File: src/emf_pkg.sv
// Purpose: shared constants for the ethernet mac framing front end
// Assumes: 100 MHz ref_clk, nibble-wide media independent link at 25 MHz
// Notes:   crc constants follow the reflected crc-32 form, shifted lsb first
package emf_pkg;
  // clocking: the link runs at one nibble per enable pulse
  localparam int unsigned REF_CLK_HZ   = 100_000_000;
  localparam int unsigned LINK_CLK_HZ  = 25_000_000;
  localparam int unsigned TICK_DIV     = REF_CLK_HZ / LINK_CLK_HZ;
  localparam logic [1:0]  TICK_LAST    = 2'(TICK_DIV - 1);

  // frame layout
  localparam logic [2:0]  PREAMBLE_LAST = 3'h6;        // seven octets, counted 0..6
  localparam logic [7:0]  PREAMBLE_BYTE = 8'h55;       // alternating one-zero on the line
  localparam logic [7:0]  SFD_BYTE      = 8'hd5;       // 1010.1011 in line order
  localparam logic [3:0]  PRE_NIBBLE    = 4'h5;
  localparam logic [3:0]  SFD_HI_NIBBLE = 4'hd;
  localparam int unsigned HEADER_OCTETS = 14;          // destination, source, length/type
  localparam int unsigned DATA_MIN      = 46;
  localparam logic [10:0] MIN_BODY      = 11'(HEADER_OCTETS + DATA_MIN);
  localparam logic [2:0]  FCS_LAST_NIB  = 3'h7;        // four octets, eight nibbles

  // crc-32
  localparam logic [31:0] CRC_POLY      = 32'hedb8_8320;
  localparam logic [31:0] CRC_INIT      = 32'hffff_ffff;
  localparam logic [31:0] CRC_RESIDUE   = 32'hdebb_20e3;

  // reset values of the indicator pins
  localparam logic [1:0]  IND_RESET     = 2'h0;

  // transmit and receive states
  typedef enum logic [5:0] {
    EMF_TX_IDLE = 6'b00_0001,
    EMF_TX_PRE  = 6'b00_0010,
    EMF_TX_SFD  = 6'b00_0100,
    EMF_TX_BODY = 6'b00_1000,
    EMF_TX_PAD  = 6'b01_0000,
    EMF_TX_FCS  = 6'b10_0000
  } emf_tx_state_t;

  typedef enum logic [2:0] {
    EMF_RX_HUNT = 3'b001,
    EMF_RX_PRE  = 3'b010,
    EMF_RX_DATA = 3'b100
  } emf_rx_state_t;
endpackage
File: src/emf_mac_framing.sv
// Purpose: transmit and receive framing of a mac towards an internal phy
// Assumes: all inputs synchronous to ref_clk; phy samples the link on tick
// Notes:   link nibbles change once every four ref_clk cycles
`timescale 1ns/1ns
`default_nettype none

module emf_mac_framing (
  // clock and reset
  input  wire logic                ref_clk,
  input  wire logic                reset_n,
  // transmit byte stream from the mac client
  input  wire logic                tx_valid,
  input  wire logic [7:0]          tx_data,
  input  wire logic                tx_last,
  input  wire logic                pad_enable,
  output logic                     tx_ready,
  output logic                     tx_underrun,
  // nibble link to the phy
  output logic [3:0]               mii_txd,
  output logic                     mii_tx_en,
  input  wire logic [3:0]          mii_rxd,
  input  wire logic                mii_rx_dv,
  // receive byte stream to the mac client
  output logic                     rx_valid,
  output logic [7:0]               rx_data,
  output logic                     rx_first,
  output logic                     rx_group,
  output logic                     rx_done,
  output logic                     rx_crc_ok,
  // indicator pin multiplexer
  input  wire logic [1:0]          alternate_function_select,
  input  wire logic [1:0]          gpio_out,
  output logic                     activity_indicator_0,
  output logic                     activity_indicator_1
);
  import emf_pkg::*;

  typedef struct packed {
    logic [1:0]    div;
    emf_tx_state_t tx_state;
    logic          tx_half;
    logic [2:0]    tx_cnt;
    logic [10:0]   tx_octets;
    logic [7:0]    tx_byte;
    logic          tx_byte_last;
    logic [7:0]    hold;
    logic          hold_last;
    logic          hold_full;
    logic          seen_last;
    logic [31:0]   tx_crc;
    logic          tx_ready;
    logic          tx_underrun;
    logic [3:0]    mii_txd;
    logic          mii_tx_en;
    emf_rx_state_t rx_state;
    logic          rx_half;
    logic [3:0]    rx_low;
    logic          rx_first_pend;
    logic [31:0]   rx_crc;
    logic          rx_valid;
    logic [7:0]    rx_data;
    logic          rx_first;
    logic          rx_group;
    logic          rx_done;
    logic          rx_crc_ok;
    logic          ind0;
    logic          ind1;
  } emf_state_t;

  emf_state_t s;
  emf_state_t next_s;
  logic       tick;

  // one crc step over four bits, lsb first
  function automatic logic [31:0] crc_nib(input logic [31:0] c, input logic [3:0] d);
    logic [31:0] r;
    r = c;
    for (int i = 0; i < 4; i++) begin
      r = (r[0] ^ d[i]) ? ((r >> 1) ^ CRC_POLY) : (r >> 1);
    end
    return r;
  endfunction

  // selects the nibble of a byte for the current half, low half first
  function automatic logic [3:0] pick(input logic [7:0] b, input logic hi);
    return hi ? b[7:4] : b[3:0];
  endfunction

  assign tick = (s.div == TICK_LAST);

  // next-state logic for divider, transmitter, receiver and pin multiplexer
  always_comb begin
    next_s = s;
    next_s.div = s.div + 2'h1;
    next_s.tx_underrun = 1'b0;
    next_s.rx_valid = 1'b0;
    next_s.rx_first = 1'b0;
    next_s.rx_done = 1'b0;

    // client hand-off into the holding register
    if (tx_valid && s.tx_ready) begin
      next_s.hold = tx_data;
      next_s.hold_last = tx_last;
      next_s.hold_full = 1'b1;
      next_s.seen_last = tx_last;
    end

    // transmitter advances one nibble per tick
    if (tick) begin
      unique case (s.tx_state)
        EMF_TX_IDLE: begin
          next_s.mii_tx_en = 1'b0;
          next_s.mii_txd = 4'h0;
          if (s.hold_full) begin
            next_s.tx_state = EMF_TX_PRE;
            next_s.tx_cnt = 3'h0;
            next_s.tx_half = 1'b0;
            next_s.tx_crc = CRC_INIT;
          end
        end
        EMF_TX_PRE: begin
          next_s.mii_tx_en = 1'b1;
          next_s.mii_txd = pick(PREAMBLE_BYTE, s.tx_half);
          next_s.tx_half = ~s.tx_half;
          if (s.tx_half) begin
            next_s.tx_cnt = s.tx_cnt + 3'h1;
            if (s.tx_cnt == PREAMBLE_LAST) begin
              next_s.tx_state = EMF_TX_SFD;
            end
          end
        end
        EMF_TX_SFD: begin
          next_s.mii_txd = pick(SFD_BYTE, s.tx_half);
          next_s.tx_half = ~s.tx_half;
          if (s.tx_half) begin
            next_s.tx_state = EMF_TX_BODY;
            next_s.tx_byte = s.hold;
            next_s.tx_byte_last = s.hold_last;
            next_s.hold_full = 1'b0;
            next_s.tx_octets = 11'h1;
          end
        end
        EMF_TX_BODY: begin
          next_s.mii_txd = pick(s.tx_byte, s.tx_half);
          next_s.tx_crc = crc_nib(s.tx_crc, pick(s.tx_byte, s.tx_half));
          next_s.tx_half = ~s.tx_half;
          if (s.tx_half) begin
            if (s.tx_byte_last) begin
              if (pad_enable && s.tx_octets < MIN_BODY) begin
                next_s.tx_state = EMF_TX_PAD;
              end else begin
                next_s.tx_state = EMF_TX_FCS;
                next_s.tx_cnt = 3'h0;
              end
            end else if (s.hold_full) begin
              next_s.tx_byte = s.hold;
              next_s.tx_byte_last = s.hold_last;
              next_s.hold_full = 1'b0;
              next_s.tx_octets = s.tx_octets + 11'h1;
            end else begin
              next_s.tx_state = EMF_TX_IDLE; // client ran dry: frame is cut short
              next_s.tx_underrun = 1'b1;
              next_s.seen_last = 1'b0;
            end
          end
        end
        EMF_TX_PAD: begin
          next_s.mii_txd = 4'h0;
          next_s.tx_crc = crc_nib(s.tx_crc, 4'h0);
          next_s.tx_half = ~s.tx_half;
          if (s.tx_half) begin
            next_s.tx_octets = s.tx_octets + 11'h1;
            if (s.tx_octets + 11'h1 >= MIN_BODY) begin
              next_s.tx_state = EMF_TX_FCS;
              next_s.tx_cnt = 3'h0;
            end
          end
        end
        EMF_TX_FCS: begin
          next_s.mii_txd = ~s.tx_crc[3:0];
          next_s.tx_crc = s.tx_crc >> 4;
          next_s.tx_cnt = s.tx_cnt + 3'h1;
          if (s.tx_cnt == FCS_LAST_NIB) begin
            next_s.tx_state = EMF_TX_IDLE;
            next_s.seen_last = 1'b0;
          end
        end
        default: begin
          next_s.tx_state = EMF_TX_IDLE;
        end
      endcase
    end
    next_s.tx_ready = ~next_s.hold_full & ~next_s.seen_last;

    // receiver samples the phy nibble on each tick
    if (tick) begin
      unique case (s.rx_state)
        EMF_RX_HUNT: begin
          if (mii_rx_dv && mii_rxd == PRE_NIBBLE) begin
            next_s.rx_state = EMF_RX_PRE;
          end
        end
        EMF_RX_PRE: begin
          if (!mii_rx_dv) begin
            next_s.rx_state = EMF_RX_HUNT;
          end else if (mii_rxd == SFD_HI_NIBBLE) begin
            next_s.rx_state = EMF_RX_DATA;
            next_s.rx_half = 1'b0;
            next_s.rx_first_pend = 1'b1;
            next_s.rx_crc = CRC_INIT;
          end else if (mii_rxd != PRE_NIBBLE) begin
            next_s.rx_state = EMF_RX_HUNT;
          end
        end
        EMF_RX_DATA: begin
          if (mii_rx_dv) begin
            next_s.rx_crc = crc_nib(s.rx_crc, mii_rxd);
            next_s.rx_half = ~s.rx_half;
            if (!s.rx_half) begin
              next_s.rx_low = mii_rxd;
            end else begin
              next_s.rx_valid = 1'b1;
              next_s.rx_data = {mii_rxd, s.rx_low};
              next_s.rx_first = s.rx_first_pend;
              next_s.rx_first_pend = 1'b0;
              if (s.rx_first_pend) begin
                next_s.rx_group = s.rx_low[0];
              end
            end
          end else begin
            next_s.rx_state = EMF_RX_HUNT;
            next_s.rx_done = 1'b1;
            next_s.rx_crc_ok = (s.rx_crc == CRC_RESIDUE) && !s.rx_half;
          end
        end
        default: begin
          next_s.rx_state = EMF_RX_HUNT;
        end
      endcase
    end

    // indicator pins: gpio until the select bit routes activity to them
    next_s.ind0 = alternate_function_select[0] ? next_s.mii_tx_en : gpio_out[0];
    next_s.ind1 = alternate_function_select[1] ? (next_s.rx_state == EMF_RX_DATA)
                                               : gpio_out[1];
  end

  // state register
  always_ff @(posedge ref_clk or negedge reset_n) begin
    if (!reset_n) begin
      s <= '{div: 2'h0, tx_state: EMF_TX_IDLE, tx_crc: CRC_INIT, rx_state: EMF_RX_HUNT,
             rx_crc: CRC_INIT, ind0: IND_RESET[0], ind1: IND_RESET[1], default: '0};
    end else begin
      s <= next_s;
    end
  end

  // outputs straight from the state register; link only towards the phy
  assign tx_ready             = s.tx_ready;
  assign tx_underrun          = s.tx_underrun;
  assign mii_txd              = s.mii_txd;
  assign mii_tx_en            = s.mii_tx_en;
  assign rx_valid             = s.rx_valid;
  assign rx_data              = s.rx_data;
  assign rx_first             = s.rx_first;
  assign rx_group             = s.rx_group;
  assign rx_done              = s.rx_done;
  assign rx_crc_ok            = s.rx_crc_ok;
  assign activity_indicator_0 = s.ind0;
  assign activity_indicator_1 = s.ind1;
endmodule // emf_mac_framing

`default_nettype wire

File: config.mk
export PLATFORM = sky130hd
export DESIGN_NAME = emf_mac_framing
export DESIGN_NICKNAME = d
export VERILOG_FILES = /design/src/emf_pkg.sv /design/src/emf_mac_framing.sv
export SDC_FILE = /design/constraint.sdc
export NUM_CORES = 1
export LEC_CHECK = 0
export BUFFER_PORTS_ARGS = -buffer_cell sky130_fd_sc_hd__clkbuf_2
export CORE_ASPECT_RATIO = 1.4
export CORE_MARGIN = 1
export CORE_UTILIZATION = 45
export DETAILED_ROUTE_END_ITERATION = 7
export PLACE_DENSITY = 0.71
export SLEW_MARGIN = 30
export SYNTH_ARGS = -nofsm -noshare
export SYNTH_HDL_FRONTEND = slang
export SYNTH_SLANG_ARGS = --single-unit
File: constraint.sdc
create_clock -name ref_clk -period 2.06 [get_ports ref_clk]
set_clock_uncertainty 0.15 [all_clocks]
set_input_delay 0.412 -clock ref_clk [delete_from_list [all_inputs] [get_ports ref_clk]]
set_output_delay 0.412 -clock ref_clk [all_outputs]
set_load 0.005 [all_outputs]
======== After elaboration in Yosys (flattened, before gate mapping) ========
Cells that the tools add are included.
storage, ports and cells
  logic and storage cells ................. 203
  input bits .............................. 22
  bits in registers ....................... 138
cells by class
  magnitude comparators ................... 2
  equal/unequal tests ..................... 34
  reductions and logical operators ........ 28
  bitwise logic cells ..................... 26
  multiplexer cells ....................... 81
  add/subtract/negate cells ............... 3
operator list
  cell                                         number
  32-bit two-way mux                           13
  13-bit NOT with 14-bit output                11
  32-bit one-hot mux with 4 select lines       1
  33-bit two-way mux                           2
  6-bit two-way mux                            11
  33-bit one-hot mux with 2 select lines       1
  20-bit two-way mux                           3
  54-bit two-way mux                           1
  49-bit two-way mux                           1
  6-bit one-hot mux with 6 select lines        1
  34-bit two-way mux                           1
  11-bit one-hot mux with 3 select lines       1
  32-bit equality test, second input constant  1
  2-bit != test, second input constant         16
  3-bit two-way mux                            9
  23-bit two-way mux                           1
  4-bit one-hot mux with 5 select lines        1
  9-bit one-hot mux with 2 select lines        1
  4-bit two-way mux                            4
  3-bit one-hot mux with 5 select lines        1
  1-bit two-way mux                            14
  14-bit two-way mux                           1
  13-bit two-way mux                           1
  3-bit equality test, second input constant   4
  43 further kinds                             73

======== Longest topological paths before layout ========
  depth in word-level cells ............... 13
  depth in mapped cells ................... 9

======== Least setup slack after synthesis ========
No wires, ideal clock.
  path type ............................... reg-to-reg
  start point ............................. reg s[63] in the netlist's numbering
  end point ............................... reg s[90] in the netlist's numbering
  data required time ...................... 1.827 ns
  setup slack ............................. -0.203 ns
  clock period less this slack ............ 2.263 ns
  data arrival time ....................... 2.029 ns
  library setup time ...................... 0.083 ns
  stages on the path, launching flop included .. 8
  cells stage by stage .................... dfstp_2 buf_2 xnor2_1 xnor3_2 xnor2_4 xor2_1 nor2_1 o32a_1
between the ends
  longest elaborated chain between the ends .. 8
RTL lines
  what                                            line                    text
  start: declaration                              emf_mac_framing.sv:70   emf_state_t s;
  start signal: assignment                        emf_mac_framing.sv:251  s <= '{div: 2'h0, tx_state: EMF_TX_IDLE, tx_crc: CRC_INIT, rx_state: EMF_RX_HUNT,
  start signal: assignment                        emf_mac_framing.sv:254  s <= next_s;
  1-bit XOR                                       emf_mac_framing.sv:79   r = (r[0] ^ d[i]) ? ((r >> 1) ^ CRC_POLY) : (r >> 1);
  32-bit two-way mux                              emf_mac_framing.sv:79
  13-bit NOT with 14-bit output (no source line)  n/a
  32-bit two-way mux (2 in a row)                 emf_mac_framing.sv:79
  13-bit NOT with 14-bit output (no source line)  n/a
  32-bit two-way mux                              emf_mac_framing.sv:79
  32-bit one-hot mux with 4 select lines *        emf_mac_framing.sv:110  unique case (s.tx_state)
Mark *: on every way between the ends. The rest lies on a longest branch, timed or not.
A chain may end at the register's enable or synchronous reset.

======== Worst setup path after layout ========
  start point ............................. reg s[134] in the netlist's numbering
  end point ............................... reg s[76] in the netlist's numbering
between the ends
  longest elaborated chain between the ends .. 3
RTL lines
  what                                                                         line
  6-bit equality test, or another cell as far along                            emf_mac_framing.sv:110
  4-bit nonzero test (no source line) / 2-bit != test (equally long branches)  n/a
  3-bit AND reduction (no source line)                                         n/a
Several ways; a longest one is shown, not always the timed one.

==> metrics.log <==
[metrics] status: complete, but fails checks
[metrics] failing checks: negative setup slack
[metrics] Hold/Removal Path Class: in -> reg
[metrics] worst slack after detailed placement: -0.217 ns
[metrics] final-report setup violation count: 67
[metrics] gr ovfl total: 0
[metrics] share of post-route cells with drive strength above 1: around half
[metrics] min Tclk post-route: approximately 2.4 ns
[metrics] detailed-route via count: 6893
[metrics] critical path class: reg -> reg
[metrics] number of synthesized register bits: approximately 140
[metrics] number of H-tree levels: 4
[metrics] number of standard cells after synthesis: 773
[metrics] number of maximum-capacitance constraint violations: 0
[metrics] effective utilization at floorplan: 46.0%
[metrics] required time at the endpoint of the critical path: 2.26 ns
[metrics] vertical die dimension: 157 um
[metrics] relative slew slack: between 50% and 60%
[metrics] critical path capture point type: flop
[metrics] Root Buffer Master: clkbuf_16
[metrics] weighted congestion reported at the end of routability-driven placement: roughly 0.86
[metrics] final setup margin: -0.298 ns
[metrics] Core ar.: 0.0168 sq mm
[metrics] Post-synth EDFFs: 0
[metrics] maximum fanout encountered on the critical timing path: 9
[metrics] leakage power: 4.70 nW
[metrics] dominant synthesized flop cell: dfrtp_1
[metrics] Cell variety after synth: 73
[metrics] number of placed I/O pins: 44
[metrics] area of the mapped netlist: 0.00773 sq mm
[metrics] Worst Reg-to-Reg Cells: 8
[metrics] data arrival time of the critical path: 2.56 ns
[metrics] Std-Cell Rows: 56
[metrics] Inserted Clock Buffers: 17
[metrics] endpoint of the worst-slack reg-to-reg timing path: s[76]
[metrics] TritonCTS clock tree: built
[metrics] number of DRC violations after detailed-routing iteration 0: around 470
[metrics] combined global-route utilization of all metal layers: 25.7%
[metrics] f_max: 0.424 GHz
[metrics] antenna violations before repair: 0
[metrics] net count after synthesis: 800
[metrics] power density cells: ~1100 mW/mm^2
[metrics] Clock Tree Buf Depth: 2
[metrics] synthesis warning total: 0
[metrics] critical path startpoint category: flop
[metrics] Final Slew Violations: 0
[metrics] maximum VDD drop: approximately 1.2 mV
[metrics] Setup Total Neg Slack: -9.94 ns
[metrics] first-pass GRT wire length: 35200 um
[metrics] power after layout: 12.4 mW
[metrics] Routed Antenna Nets: 0
[metrics] final period utilization: 114%
[metrics] Final Util: 64.4%
[metrics] number of detailed-route iterations in the first pass: 5
[metrics] worst slew pin tran: slightly above 0.6 ns
[metrics] CTS sink cnt: 138
[metrics] ANT cells: 0
[metrics] Seq/Total Area, Yosys: between 40 and 50%
[metrics] unrepaired setup endpoints after global routing: yes
[metrics] clock latency reported for the late side of the worst-skew pair: around 0.43 ns
[metrics] clock slew at reported path FFs: 0.07 ns
[metrics] start of the worst register-to-register path: s[134]
[metrics] fraction of registers with async set/reset: 100%
[metrics] final routed wire length divided by cell count: 20.6 um
[metrics] area overhead of the layout relative to synthesis: 39.9%
[metrics] hold wc startpoint: tx_data[6]
[metrics] maximum number of pins on one net before global-route repair: 55
[metrics] minimum setup slack among reg-to-reg paths: -0.30 ns
[metrics] endpoint of the worst hold-timing path: s[104]
[metrics] vias in the first global route: about 7k
[metrics] post-detailed-route via-to-cell ratio: approximately 6
[metrics] width of the die: about 110 um
[metrics] final layout net count: a little under 1k
[metrics] Port Buffers: 43
[metrics] half-perimeter wire length of the detailed placement result: roughly 14000 um
[metrics] worst hold path cell count: 2
[metrics] die area: around 0.018 sq mm
[metrics] Post-route DRC: 0
[metrics] final hold violations: 0
[metrics] average footprint of a synthesized cell: about 10 sq um
[metrics] Total Routed Length: 23700 um
-- layout by cell type, fill, tap and decap left out, types with 9 or more instances in the layout --
cell type / count
a21oi_1: 48
a22oi_1: 10
a31oi_1: 9
buf_12: 10
buf_4: 112
buf_6: 32
clkbuf_16: 19
clkbuf_2: 42
dfrtp_1: 65
dfstp_2: 66
inv_1: 20
mux2_2: 26
mux2_4: 12
nand2_1: 47
nor2_1: 66
o21ai_0: 34
o21ai_1: 21
o22a_1: 9
xnor2_1: 47
xor2_1: 17
-- area by class of cell --
class,count,area (sq um)
fill,1184,5990
multi-input combinational,556,4580
sequential,138,3540
clock inverter,15,200
timing repair buffer,202,1740
clock buffer,17,425
tap,203,254
inverter,21,78.8
-- cell families after synthesis --
family	Yosys count	synth area share, %
AND/OR/NAND/NOR	211	13.2
AO/OA/AOI/OAI	205	16.7
adder cells (fa/ha/maj)	5	0.809
multiplexers	52	7.99
XOR/XNOR	83	10.8
flip-flops	138	45.7
buffers and inverters	79	4.82
-- flip-flops by register name, summed over array words and instances, names as in the netlist --
signal	cells
s	116
rx_data	8
mii_txd	4
activity_indicator_0	1
activity_indicator_1	1
mii_tx_en	1
rx_crc_ok	1
rx_done	1
rx_first	1
rx_group	1
rx_valid	1
tx_ready	1
tx_underrun	1
-- stage by stage --
| step | area [sq um] | hold slack (ns) | std cells |
|---|---|---|---|
| after floorplan | 7860 | -0.0336 | 773 |
| after global placement | 8920 | 0.197 | 1068 |
| after detailed placement | 8920 | 0.197 | 1068 |
| after CTS | 10300 | 0.0555 | 1139 |
| after global routing | 10800 | 0.0533 | 1152 |
| final | 10800 | 0.0580 | 1152 |
-- Yosys cell counts (13+ instances only) --
cell type,number,area share (%)
clkbuf_1,26,1.3
buf_4,13,1.3
xnor2_1,52,5.9
nand2_1,51,2.5
a21oi_1,56,3.6
mux2_2,38,5.5
xor2_1,23,2.6
buf_2,16,1.0
o21ai_0,49,3.2
nor2_1,81,3.9
dfstp_2,66,22
dfrtp_1,72,23
inv_1,20,0.97
-- critical path, stage by stage, from the launching register on --
cell and delay, ns:
dfrtp_1 0.43, buf_12 0.16, nor3_4 0.30, nand2_2 0.13, a211oi_2 0.34, and2_4 0.31
buf_12 0.17, nor2_1 0.11, a31oi_1 0.17
-- worst max-delay path by stage --
stage | startpoint | to | slack (ns)
floorplan | s[129] | s[90] | -0.17
global route | s[134] | s[76] | -0.31
detailed placement | s[130] | s[79] | -0.22
global placement | s[129] | s[81] | -0.16
finish | s[134] | s[76] | -0.30
CTS | s[130] | s[106] | -0.10
-- what timing repair did --
item,in CTS,in global routing
hold buffers,1,0
cloned,2,3
setup buffers,36,12
endpoints found under the setup margin,64,71
endpoints found under the hold margin,9,0
pin swaps,31,34
gates resized for setup,83,104
-- metal layers --
metal	part of all wire [%]	vias to the layer above	GRT usage, %
met5	0	-	0
met2	52	314	48.2
met1	36	3384	27.0
li1	-	3071	-
met4	6.2	0	14.4
met3	5.0	124	4.58
-- where the power goes --
part / switching, mW / internal (mW)
clock: 1.33 / 1.96
combinational: 2.44 / 2.64
sequential: 0.639 / 3.39
total: 4.40 / 7.99
Note: power is estimated with default switching activity, not from simulation.
